$ cat config.mk
export PLATFORM = sky130hd
export DESIGN_NAME = gspa_core
export DESIGN_NICKNAME = d
export VERILOG_FILES = /design/src/gspa_pkg.sv /design/src/gspa_core.sv
export SDC_FILE = /design/constraint.sdc
export NUM_CORES = 1
export LEC_CHECK = 0
export BUFFER_PORTS_ARGS = -buffer_cell sky130_fd_sc_hd__clkbuf_2
export CAP_MARGIN = 20
export CORE_MARGIN = 2
export CORE_UTILIZATION = 55
export DETAILED_ROUTE_END_ITERATION = 7
export GPL_TIMING_DRIVEN = 0
export PLACE_DENSITY = 0.82
export SLEW_MARGIN = 40
export SYNTH_ARGS = -nofsm -noshare
export SYNTH_HDL_FRONTEND = slang
export SYNTH_SLANG_ARGS = --single-unit
$ cat constraint.sdc
create_clock -name sys_clk -period 2.8 [get_ports sys_clk]
set_clock_uncertainty 0.2 [all_clocks]
set_input_delay 0.56 -clock sys_clk [delete_from_list [all_inputs] [get_ports sys_clk]]
set_output_delay 0.56 -clock sys_clk [all_outputs]
set_load 0.05 [all_outputs]
$ cat src/gspa_pkg.sv
// Package: register map, field positions and mode codes for the status block
package gspa_pkg;
    // Register offsets (byte addresses on the bus; index times four)
    localparam logic [3:0] GSPA_IDX_STAT1 = 4'h1; // Status 1 / mask 1
    localparam logic [3:0] GSPA_IDX_STAT2 = 4'h2; // Status 2 / mask 2
    localparam logic [3:0] GSPA_IDX_POLL = 4'h3; // Poll status / mode
    localparam logic [3:0] GSPA_IDX_ADDR_STAT = 4'h4; // Addr status / mode
    localparam logic [3:0] GSPA_IDX_EVENT = 4'h8; // Bus event injection
    localparam logic [3:0] GSPA_IDX_CTRL = 4'h9; // Control bits
    localparam logic [3:0] GSPA_IDX_ADR0 = 4'hA; // Address register 0
    localparam logic [3:0] GSPA_IDX_ADR1 = 4'hB; // Address register 1
    localparam logic [3:0] GSPA_IDX_EOS = 4'hC; // End-of-string byte
    // Status 1 bit positions
    localparam int GSPA_S1_CPT = 7;
    localparam int GSPA_S1_APT = 6;
    localparam int GSPA_S1_DET = 5;
    localparam int GSPA_S1_END = 4;
    localparam int GSPA_S1_DEC = 3;
    localparam int GSPA_S1_ERR = 2;
    localparam int GSPA_S1_DO = 1;
    localparam int GSPA_S1_DI = 0;
    // Status 2 bit positions
    localparam int GSPA_S2_INT = 7;
    localparam int GSPA_S2_LOK = 5;
    localparam int GSPA_S2_REM = 4;
    localparam int GSPA_S2_DMA_OUT_ENABLE = 5;
    localparam int GSPA_S2_DMA_IN_ENABLE = 4;
    localparam int GSPA_S2_LOCKOUT_CHANGE_FLAG = 2;
    localparam int GSPA_S2_DISTANT_CHANGE_FLAG = 1;
    localparam int GSPA_S2_ADDR_STATE_CHANGE_FLAG = 0;
    // Poll register: request bit / waiting bit
    localparam int GSPA_POLL_RSV = 6;
    // Mode register fields
    localparam int GSPA_MODE_TON = 7;
    localparam int GSPA_MODE_LON = 6;
    // Event register bit positions (one-cycle pulses written by software)
    localparam int GSPA_EV_BYTE = 0; // Data byte taken
    localparam int GSPA_EV_EOI = 1; // Byte carried EOI
    localparam int GSPA_EV_GET = 2; // Trigger message
    localparam int GSPA_EV_DCL = 3; // Universal clear
    localparam int GSPA_EV_SDC = 4; // Selected clear
    localparam int GSPA_EV_UCMD = 5; // Unknown command
    localparam int GSPA_EV_SEC = 6; // Secondary address
    localparam int GSPA_EV_VALID = 7; // CPU valid command
    localparam int GSPA_EV_NVALID = 8; // CPU not-valid command
    localparam int GSPA_EV_SENT = 9; // Byte sent to bus
    localparam int GSPA_EV_OBWR = 10; // Output byte written
    localparam int GSPA_EV_OBDONE = 11; // Output byte drained
    localparam int GSPA_EV_APRS_END = 12; // Poll left APRS
    localparam int GSPA_EV_W = 13;
    // Control register bit positions (levels)
    localparam int GSPA_CT_PASS_EN = 0; // Unknown-command passing
    localparam int GSPA_CT_LADS = 1; // Listener addressed
    localparam int GSPA_CT_TADS = 2; // Talker addressed
    localparam int GSPA_CT_CIC = 3; // In charge
    localparam int GSPA_CT_SIDS = 4; // Source idle
    localparam int GSPA_CT_NOLSN = 5; // No listener on bus
    localparam int GSPA_CT_CONT = 6; // Continuous listen
    localparam int GSPA_CT_SPAS = 7; // Serial poll active
    localparam int GSPA_CT_LOCKOUT = 8; // Local lockout held
    localparam int GSPA_CT_REMOTE = 9; // Remote state held
    localparam int GSPA_CT_WHICH_ADDRESS_MATCHED = 10; // Second address matched
    localparam int GSPA_CT_W = 11;
    // Address register fields: bits 4:0 address, 5 listen off, 6 talk off
    localparam int GSPA_AD_DL = 5;
    localparam int GSPA_AD_DT = 6;
    // Decoded addressing modes
    typedef enum logic [2:0] {
        GSPA_M_NONE, GSPA_M_TON, GSPA_M_LON, GSPA_M_AD1, GSPA_M_AD2, GSPA_M_AD3
    } gspa_mode_e;
endpackage

$ cat src/gspa_core.sv
// Status, service request and addressing-mode logic with Wishbone slave
//
// Added by the designer: register access over Wishbone.
`timescale 1ns/1ps
// Summary of operation
// - Unknown command with passing sets flag, holdoff
// - Mode 3 secondary address sets flag, holdoff
// - Trigger message while listener sets flag
// - EOI or end-of-string byte sets flag
// - Clear, or selected clear while listener, sets flag
// - Send without listener or idle write errors
// - Request flag asks for next output byte
// - Received byte flag, never in continuous
// - Lockout and remote toggles set change flags
// - Address status change sets flag
// - Lockout and remote state bits reported
// - Output DMA request while byte empty
// - Input DMA request after byte received
// - Summary is OR of unmasked status
// - Poll byte returned on bus, readable
// - Request bit drives SRQ, cleared by poll
// - Waiting flag set on request, cleared
// - Mode register decodes five addressing modes
// - Only modes ignore address registers
// - Mode 1 matches two primary addresses
// - Mode 2 matches primary and secondary
// - Mode 3 two primary addresses
// - Reading status clears its flags
// - Interrupt only for unmasked bits
module gspa_core
    import gspa_pkg::*;
(
    input wire logic sys_clk,
    input wire logic srst,
    input wire logic wb_cyc_i,
    input wire logic wb_stb_i,
    input wire logic wb_we_i,
    input wire logic [5:0] wb_adr_i,
    input wire logic [3:0] wb_sel_i,
    input wire logic [31:0] wb_dat_i,
    output logic [31:0] wb_dat_o,
    output logic wb_ack_o,
    input wire logic [4:0] bus_addr, // Primary address seen on bus
    input wire logic [4:0] bus_sec_addr, // Secondary address seen
    input wire logic [7:0] rx_data, // Data byte taken from bus
    output logic irq,
    output logic dma_req,
    output logic srq_out,
    output logic handshake_hold,
    output logic [7:0] poll_byte,
    output logic talk_match,
    output logic listen_match,
    output logic mode_talk_only,
    output logic mode_listen_only
);
    import gspa_pkg::*;

    logic [7:0] stat1; // Sticky status 1
    logic [7:0] mask1;
    logic [2:0] stat2; // Sticky change bits
    logic [2:0] mask2;
    logic dma_out_enable;
    logic dma_in_enable;
    logic [7:0] poll_reg; // Status byte with request bit
    logic poll_waiting;
    logic [7:0] addressing_mode;
    logic [6:0] adr0;
    logic [6:0] adr1;
    logic [7:0] eos_byte;
    logic [GSPA_CT_W-1:0] ctrl;
    logic [GSPA_EV_W-1:0] ev; // Event pulses, one cycle
    logic rx_full; // Byte waiting for input DMA
    logic ob_full; // Output byte register occupied
    logic hold_cpt;
    logic hold_apt;
    logic lok_q;
    logic rem_q;
    logic [3:0] adstat_q; // Previous address status
    logic [3:0] adstat;
    logic wr;
    logic rd;
    logic [3:0] idx;
    logic summary;
    logic [7:0] set1;
    logic [2:0] set2;
    gspa_mode_e mode;

    // Bus strobes; a word address selects one register
    assign idx = wb_adr_i[5:2];
    assign wr = wb_cyc_i && wb_stb_i && wb_we_i && wb_sel_i[0] && !wb_ack_o;
    assign rd = wb_cyc_i && wb_stb_i && !wb_we_i && !wb_ack_o;

    // Mode decode; reserved code falls back to no recognition
    always_comb begin
        unique case ({addressing_mode[GSPA_MODE_TON],
                      addressing_mode[GSPA_MODE_LON],
                      addressing_mode[1:0]})
            4'h8: mode = GSPA_M_TON;
            4'h4: mode = GSPA_M_LON;
            4'h1: mode = GSPA_M_AD1;
            4'h2: mode = GSPA_M_AD2;
            4'h3: mode = GSPA_M_AD3;
            default: mode = GSPA_M_NONE;
        endcase
    end
    assign mode_talk_only = (mode == GSPA_M_TON);
    assign mode_listen_only = (mode == GSPA_M_LON);

    // Address recognition per mode
    always_comb begin
        talk_match = 1'b0;
        listen_match = 1'b0;
        unique case (mode)
            GSPA_M_AD1, GSPA_M_AD3: begin
                talk_match = (bus_addr == adr0[4:0] && !adr0[GSPA_AD_DT]) ||
                             (bus_addr == adr1[4:0] && !adr1[GSPA_AD_DT]);
                listen_match = (bus_addr == adr0[4:0] && !adr0[GSPA_AD_DL]) ||
                               (bus_addr == adr1[4:0] && !adr1[GSPA_AD_DL]);
            end
            GSPA_M_AD2: begin
                talk_match = bus_addr == adr0[4:0] &&
                             bus_sec_addr == adr1[4:0] && !adr0[GSPA_AD_DT];
                listen_match = bus_addr == adr0[4:0] &&
                               bus_sec_addr == adr1[4:0] && !adr0[GSPA_AD_DL];
            end
            default: begin
                talk_match = 1'b0;
                listen_match = 1'b0;
            end
        endcase
    end

    // Hardware set terms for status 1
    always_comb begin
        set1 = 8'h00;
        set1[GSPA_S1_CPT] = ev[GSPA_EV_UCMD] && ctrl[GSPA_CT_PASS_EN];
        set1[GSPA_S1_APT] = ev[GSPA_EV_SEC] && mode == GSPA_M_AD3;
        set1[GSPA_S1_DET] = ev[GSPA_EV_GET] && ctrl[GSPA_CT_LADS];
        set1[GSPA_S1_END] = ev[GSPA_EV_BYTE] &&
                           (ev[GSPA_EV_EOI] || rx_data == eos_byte);
        set1[GSPA_S1_DEC] = ev[GSPA_EV_DCL] ||
                           (ev[GSPA_EV_SDC] && ctrl[GSPA_CT_LADS]);
        set1[GSPA_S1_ERR] = (ev[GSPA_EV_SENT] && ctrl[GSPA_CT_NOLSN]) ||
                           (ev[GSPA_EV_OBWR] && ctrl[GSPA_CT_SIDS]);
        set1[GSPA_S1_DO] = ev[GSPA_EV_OBDONE];
        set1[GSPA_S1_DI] = ev[GSPA_EV_BYTE] && !ctrl[GSPA_CT_CONT];
    end

    // Change detection for status 2
    assign adstat = {ctrl[GSPA_CT_TADS], ctrl[GSPA_CT_LADS],
                     ctrl[GSPA_CT_CIC], ctrl[GSPA_CT_WHICH_ADDRESS_MATCHED]};
    always_comb begin
        set2 = 3'h0;
        set2[GSPA_S2_LOCKOUT_CHANGE_FLAG] = ctrl[GSPA_CT_LOCKOUT] != lok_q;
        set2[GSPA_S2_DISTANT_CHANGE_FLAG] = ctrl[GSPA_CT_REMOTE] != rem_q;
        set2[GSPA_S2_ADDR_STATE_CHANGE_FLAG] = adstat != adstat_q;
    end

    // Previous levels for change detection
    always_ff @(posedge sys_clk) begin
        if (srst) begin
            lok_q <= 1'b0;
            rem_q <= 1'b0;
            adstat_q <= 4'h0;
        end else begin
            lok_q <= ctrl[GSPA_CT_LOCKOUT];
            rem_q <= ctrl[GSPA_CT_REMOTE];
            adstat_q <= adstat;
        end
    end

    // Sticky status; a set in the read cycle survives the clear
    always_ff @(posedge sys_clk) begin
        if (srst) begin
            stat1 <= 8'h00;
            stat2 <= 3'h0;
        end else begin
            if (rd && idx == GSPA_IDX_STAT1)
                stat1 <= set1;
            else
                stat1 <= stat1 | set1;
            if (rd && idx == GSPA_IDX_STAT2)
                stat2 <= set2;
            else
                stat2 <= stat2 | set2;
        end
    end

    // Summary from unmasked bits drives the interrupt with no delay
    assign summary = |(stat1 & mask1) || |(stat2 & mask2);
    assign irq = summary;

    // Software-written registers
    always_ff @(posedge sys_clk) begin
        if (srst) begin
            mask1 <= 8'h00;
            mask2 <= 3'h0;
            dma_out_enable <= 1'b0;
            dma_in_enable <= 1'b0;
            addressing_mode <= 8'h00;
            adr0 <= 7'h00;
            adr1 <= 7'h00;
            eos_byte <= 8'h00;
            ctrl <= '0;
        end else if (wr) begin
            unique case (idx)
                GSPA_IDX_STAT1: mask1 <= wb_dat_i[7:0];
                GSPA_IDX_STAT2: begin
                    mask2 <= wb_dat_i[2:0];
                    dma_out_enable <= wb_dat_i[GSPA_S2_DMA_OUT_ENABLE];
                    dma_in_enable <= wb_dat_i[GSPA_S2_DMA_IN_ENABLE];
                end
                GSPA_IDX_ADDR_STAT: addressing_mode <= wb_dat_i[7:0];
                GSPA_IDX_CTRL: ctrl <= wb_dat_i[GSPA_CT_W-1:0];
                GSPA_IDX_ADR0: adr0 <= wb_dat_i[6:0];
                GSPA_IDX_ADR1: adr1 <= wb_dat_i[6:0];
                GSPA_IDX_EOS: eos_byte <= wb_dat_i[7:0];
                default: ;
            endcase
        end
    end

    // Event pulses last exactly one cycle after the write
    always_ff @(posedge sys_clk) begin
        if (srst)
            ev <= '0;
        else if (wr && idx == GSPA_IDX_EVENT)
            ev <= wb_dat_i[GSPA_EV_W-1:0];
        else
            ev <= '0;
    end

    // Handshake holdoffs until the CPU qualifies the command
    always_ff @(posedge sys_clk) begin
        if (srst) begin
            hold_cpt <= 1'b0;
            hold_apt <= 1'b0;
        end else begin
            if (set1[GSPA_S1_CPT])
                hold_cpt <= 1'b1;
            else if (ev[GSPA_EV_VALID])
                hold_cpt <= 1'b0;
            if (set1[GSPA_S1_APT])
                hold_apt <= 1'b1;
            else if (ev[GSPA_EV_VALID] || ev[GSPA_EV_NVALID])
                hold_apt <= 1'b0;
        end
    end
    assign handshake_hold = hold_cpt || hold_apt;

    // DMA occupancy: output register full until drained, input byte held
    always_ff @(posedge sys_clk) begin
        if (srst) begin
            ob_full <= 1'b0;
            rx_full <= 1'b0;
        end else begin
            if (ev[GSPA_EV_OBWR])
                ob_full <= 1'b1;
            else if (ev[GSPA_EV_OBDONE])
                ob_full <= 1'b0;
            if (ev[GSPA_EV_BYTE])
                rx_full <= 1'b1;
            else if (rd && idx == GSPA_IDX_STAT1)
                rx_full <= 1'b0;
        end
    end
    assign dma_req = (dma_out_enable && !ob_full) ||
                     (dma_in_enable && rx_full);

    // Poll byte and request bit; the poll clears the request
    always_ff @(posedge sys_clk) begin
        if (srst) begin
            poll_reg <= 8'h00;
        end else if (wr && idx == GSPA_IDX_POLL) begin
            poll_reg <= wb_dat_i[7:0];
        end else if (ctrl[GSPA_CT_SPAS]) begin
            poll_reg[GSPA_POLL_RSV] <= 1'b0;
        end
    end
    assign poll_byte = poll_reg;
    assign srq_out = poll_reg[GSPA_POLL_RSV] && !ctrl[GSPA_CT_SPAS];

    // Waiting flag: set beats clear
    always_ff @(posedge sys_clk) begin
        if (srst)
            poll_waiting <= 1'b0;
        else if (wr && idx == GSPA_IDX_POLL && wb_dat_i[GSPA_POLL_RSV] &&
                 !poll_reg[GSPA_POLL_RSV])
            poll_waiting <= 1'b1;
        else if (ev[GSPA_EV_APRS_END])
            poll_waiting <= 1'b0;
    end

    // Read data and single-wait acknowledge
    always_ff @(posedge sys_clk) begin
        if (srst) begin
            wb_ack_o <= 1'b0;
            wb_dat_o <= 32'h0;
        end else begin
            wb_ack_o <= wb_cyc_i && wb_stb_i && !wb_ack_o;
            wb_dat_o <= 32'h0;
            if (rd) begin
                unique case (idx)
                    GSPA_IDX_STAT1: wb_dat_o[7:0] <= stat1;
                    GSPA_IDX_STAT2: wb_dat_o[7:0] <=
                        {summary, 1'b0, ctrl[GSPA_CT_LOCKOUT],
                         ctrl[GSPA_CT_REMOTE], 1'b0, stat2};
                    GSPA_IDX_POLL: wb_dat_o[7:0] <=
                        {poll_reg[7], poll_waiting, poll_reg[5:0]};
                    GSPA_IDX_ADDR_STAT: wb_dat_o[7:0] <=
                        {2'b00, ctrl[GSPA_CT_SPAS], 2'b00, adstat[2],
                         adstat[3], adstat[0]};
                    GSPA_IDX_CTRL: wb_dat_o[GSPA_CT_W-1:0] <= ctrl;
                    GSPA_IDX_ADR0: wb_dat_o[6:0] <= adr0;
                    GSPA_IDX_ADR1: wb_dat_o[6:0] <= adr1;
                    GSPA_IDX_EOS: wb_dat_o[7:0] <= eos_byte;
                    default: wb_dat_o <= 32'h0;
                endcase
            end
        end
    end
endmodule

==> qor.yml <==
outcome: "completed"
grt_util_all_layers: 0.2861
grt_busiest_layer: "met2"
drc: 0
nFillCells: 707
final_nets: 649
slew-limit-headroom: 0.4888
grt_max_degree: 19
coreArea_um2: 8299
setup_viol: 0
cts-root-buf: "clkbuf_8"
cts-htree-levels: 3
clk_path_buf_depth: 2
synth-edff-count: 0
crit_family: "compound AO/OA/AOI/OAI gates"
period_share: 0.9773
reg2reg_depth: 5
end_kind: "output pin"
fin_tns_setup_ns: 0
hold_violations: 0
p_switching_uw: 739.0
worst_skew_pair.late_latency_ns: 0.38
netlist_instances: 489
tightestPinTransition_ns: 0.7669
drive_above_1_share: 0.2275
power_frac_clock: 0.332
grtUsageMet3: 0.05468
drt_wl_total_mm: 13.42
async_reset_ff_frac: 0
die-area_um2: 9426
synth_area_leaders: "dfxtp_1 (44%), mux2i_1 (12%), nor2_1 (5.7%)"
critPathKind: "flip-flop to output pin"
min_from: "wb_dat_i[11]"
numCtsBuffers: 9
syn_avg_cell_area_um2: 9.746
io-pin-count: 114
area_growth_pct: 15.20
p_sw_frac: 0.2790
cp_slowest_cell: "a2111oi_1"
die_w_um: 97.09
leakage_nw: 2.160
cp.depth: 5
rows: 33
cts_tree: "done"
antenna_left: 0
cts.clk_slew.worst_paths_ns: 0.10
place.gp.congestion: 0.9847
post_cts_buffers: 0
period_minus_slack_ns: 2.737
gr-usage-met2: 0.4482
startpoint: "adr0[1]"
die_y_um: 97.09
critPathArrivalTime_ns: 1.98
num_vias: 3958
hold_path_class: "input port to flip-flop"
start_util: 0.5742
diodes: 0
fin_hold_ws_ns: 0.1798
worst_setup_path_start_kind: "flip-flop"
vias_per_cell: 5.703
portBuffers: 64
hpwl_mm: 9.826
grt_pass1_wl_mm: 20.98
grt_pass1_vias: 3790
rsz0062_at_grt: "false"
power_density_nw_per_um2: 482.4
worstPathMaxFanout: 4
yosysSeqAreaShare: 0.4411
syn_area_um2: 4766
maxCapViolCount: 0
drt_iter0_drc: 354
p_comb_frac: 0.102
postCtsHoldBufs: 0
ys_seq_elements: 105
worstReg2RegStart: "wb_ack_o"
min_path_cells: 2
worstPathRequired_ns: 2.04
met1_usage: 0.3973
yosysTopAreaCell: "dfxtp_1"
path_buf_inv: 1
p_seq_frac: 0.566
clock-sinks: 105
synth_flop_cell: "dfxtp_1"
routedWlPerCell_um: 19.33
max_stage_delay_ns: 0.51
grt_antenna_before_repair: 0
peakVddDrop_mv: 0.3342
drt_pass1_iterations: 7
grt_remaining_overflow: 0
drv_slew: 0
cp_cell_sequence: "nor2b_1 -> a2111oi_1 -> nand4b_1 -> a21oi_1 -> clkbuf_4"
power_mw: 2.649
yosysWarnings: 0
synth_top_area_frac: 0.4411
p_int_mw: 1.910
synth.distinct_cells: 53
timing.fmax_mhz: 365.4
cell usage after synthesis (3+ instances only):
master and instances:
dfxtp_1 105, mux2i_1 59, and3_1 3, nand3b_1 3
clkbuf_1 16, a21oi_1 19, nor3_1 3, or3_1 5
nor3b_1 4, and2_1 13, a221oi_1 4, nor2b_1 17
nor4b_1 3, nor4_1 3, a22o_1 5, xnor2_1 11
a22oi_1 15, xor2_1 14, o21ai_0 3, a31oi_1 3
nand2_1 22, buf_2 6, nand2b_1 7, buf_4 26
mux2_2 8, nor2_1 73, inv_1 5
what timing repair did:
item                                    in CTS  in global routing
endpoints found under the setup margin       2                  2
gates resized for setup                      1                  6
gates cloned                                 0                  0
worst register-to-register path, stage by stage, from the launching register on:
cell and delay, ns:
dfxtp_1 0.34, nand3b_1 0.23, buf_4 0.24, nor3_1 0.44, nand2_1 0.32, a31oi_1 0.29
area by class of cell:
class / count / area (µm²) / share of cell area
Buffer: 49 / 296.5 / 0.05401
Clock buffer: 10 / 127.6 / 0.02325
Clock inverter: 6 / 52.55 / 0.009572
Inverter: 5 / 18.77 / 0.003418
Multi-Input combinational cell: 350 / 2436 / 0.4437
Sequential cell: 105 / 2102 / 0.3829
Tap cell: 105 / 131.4 / 0.02393
Timing Repair Buffer: 64 / 325.3 / 0.05925
path summary, 6_finish.rpt:
| kind | to | slack, ns |
|---|---|---|
| min reg2reg | hold_apt | 0.26 |
| max | talk_match | 0.06 |
| min | ev[11] | 0.18 |
| max reg2reg | wb_dat_o[2] | 0.65 |
sequential cells by signal, summed over array words and instances (netlist names):
signal,cells
mask1,8
eos_byte,8
hold_cpt,1
dma_out_enable,1
lok_q,1
rem_q,1
ob_full,1
ctrl,11
dma_in_enable,1
stat1,8
wb_ack_o,1
stat2,3
mask2,3
adstat_q,4
hold_apt,1
rx_full,1
poll_byte,8
ev,13
poll_waiting,1
adr0,7
adr1,7
wb_dat_o,11
addressing_mode,4
layer usage:
layer | vias up | wire (µm)
met5 | - | 0
met4 | 0 | 357
met3 | 25 | 967
met2 | 179 | 6080
met1 | 1912 | 6012
li1 | 1842 | -
through the flow:
stage / std cells / setup WS (ns) / cell area [µm²] / util
floorplan: 509 / 0.01991 / 4841 / -
global placement: 678 / 0.1649 / 5293 / 0.6377
detailed placement: 678 / 0.1247 / 5293 / 0.6377
CTS: 694 / 0.03113 / 5478 / 0.6600
global route: 694 / 0.02691 / 5490 / 0.6615
finish: 694 / 0.06345 / 5490 / 0.6615
layout by cell type (no fill, tap or decap), drive strengths merged, types with 3 or more instances in the layout:
cell type / n
nand2b: 8
clkinv: 3
nor3: 3
clkbuf: 90
conb: 21
nor4b: 6
mux2: 8
nor2: 73
a22oi: 15
o21ai: 3
nand2: 22
a221oi: 4
a21oi: 19
and2: 13
xnor2: 11
nor3b: 5
a31oi: 3
buf: 33
inv: 6
and3: 3
nor2b: 17
nor4: 7
a22o: 5
nand3b: 3
dfxtp: 105
or3: 5
xor2: 14
mux2i: 59
power by group through the flow:
stage                     sequential [mW]  clock, mW  combinational, mW
final                                1.50      0.880              0.270
after detailed placement             1.53          0              0.263
after global routing                 1.50      0.947              0.283
after CTS                            1.50      0.881              0.264
after floorplan                      1.53          0              0.179
after global placement               1.53          0              0.261
cells by family (layout without fill, tap and decap cells):
family	after synthesis	count (layout)	synth area share
buffers and inverters	54	134	0.06616
other	1	21	0.0007869
DFF	105	105	0.4411
and+or+nand+nor	175	175	0.2061
AOI/OAI and AO/OA	60	60	0.08769
muxes	69	69	0.1523
xor gates and xnor gates	25	25	0.04594
Note: power is estimated with default switching activity, not from simulation.
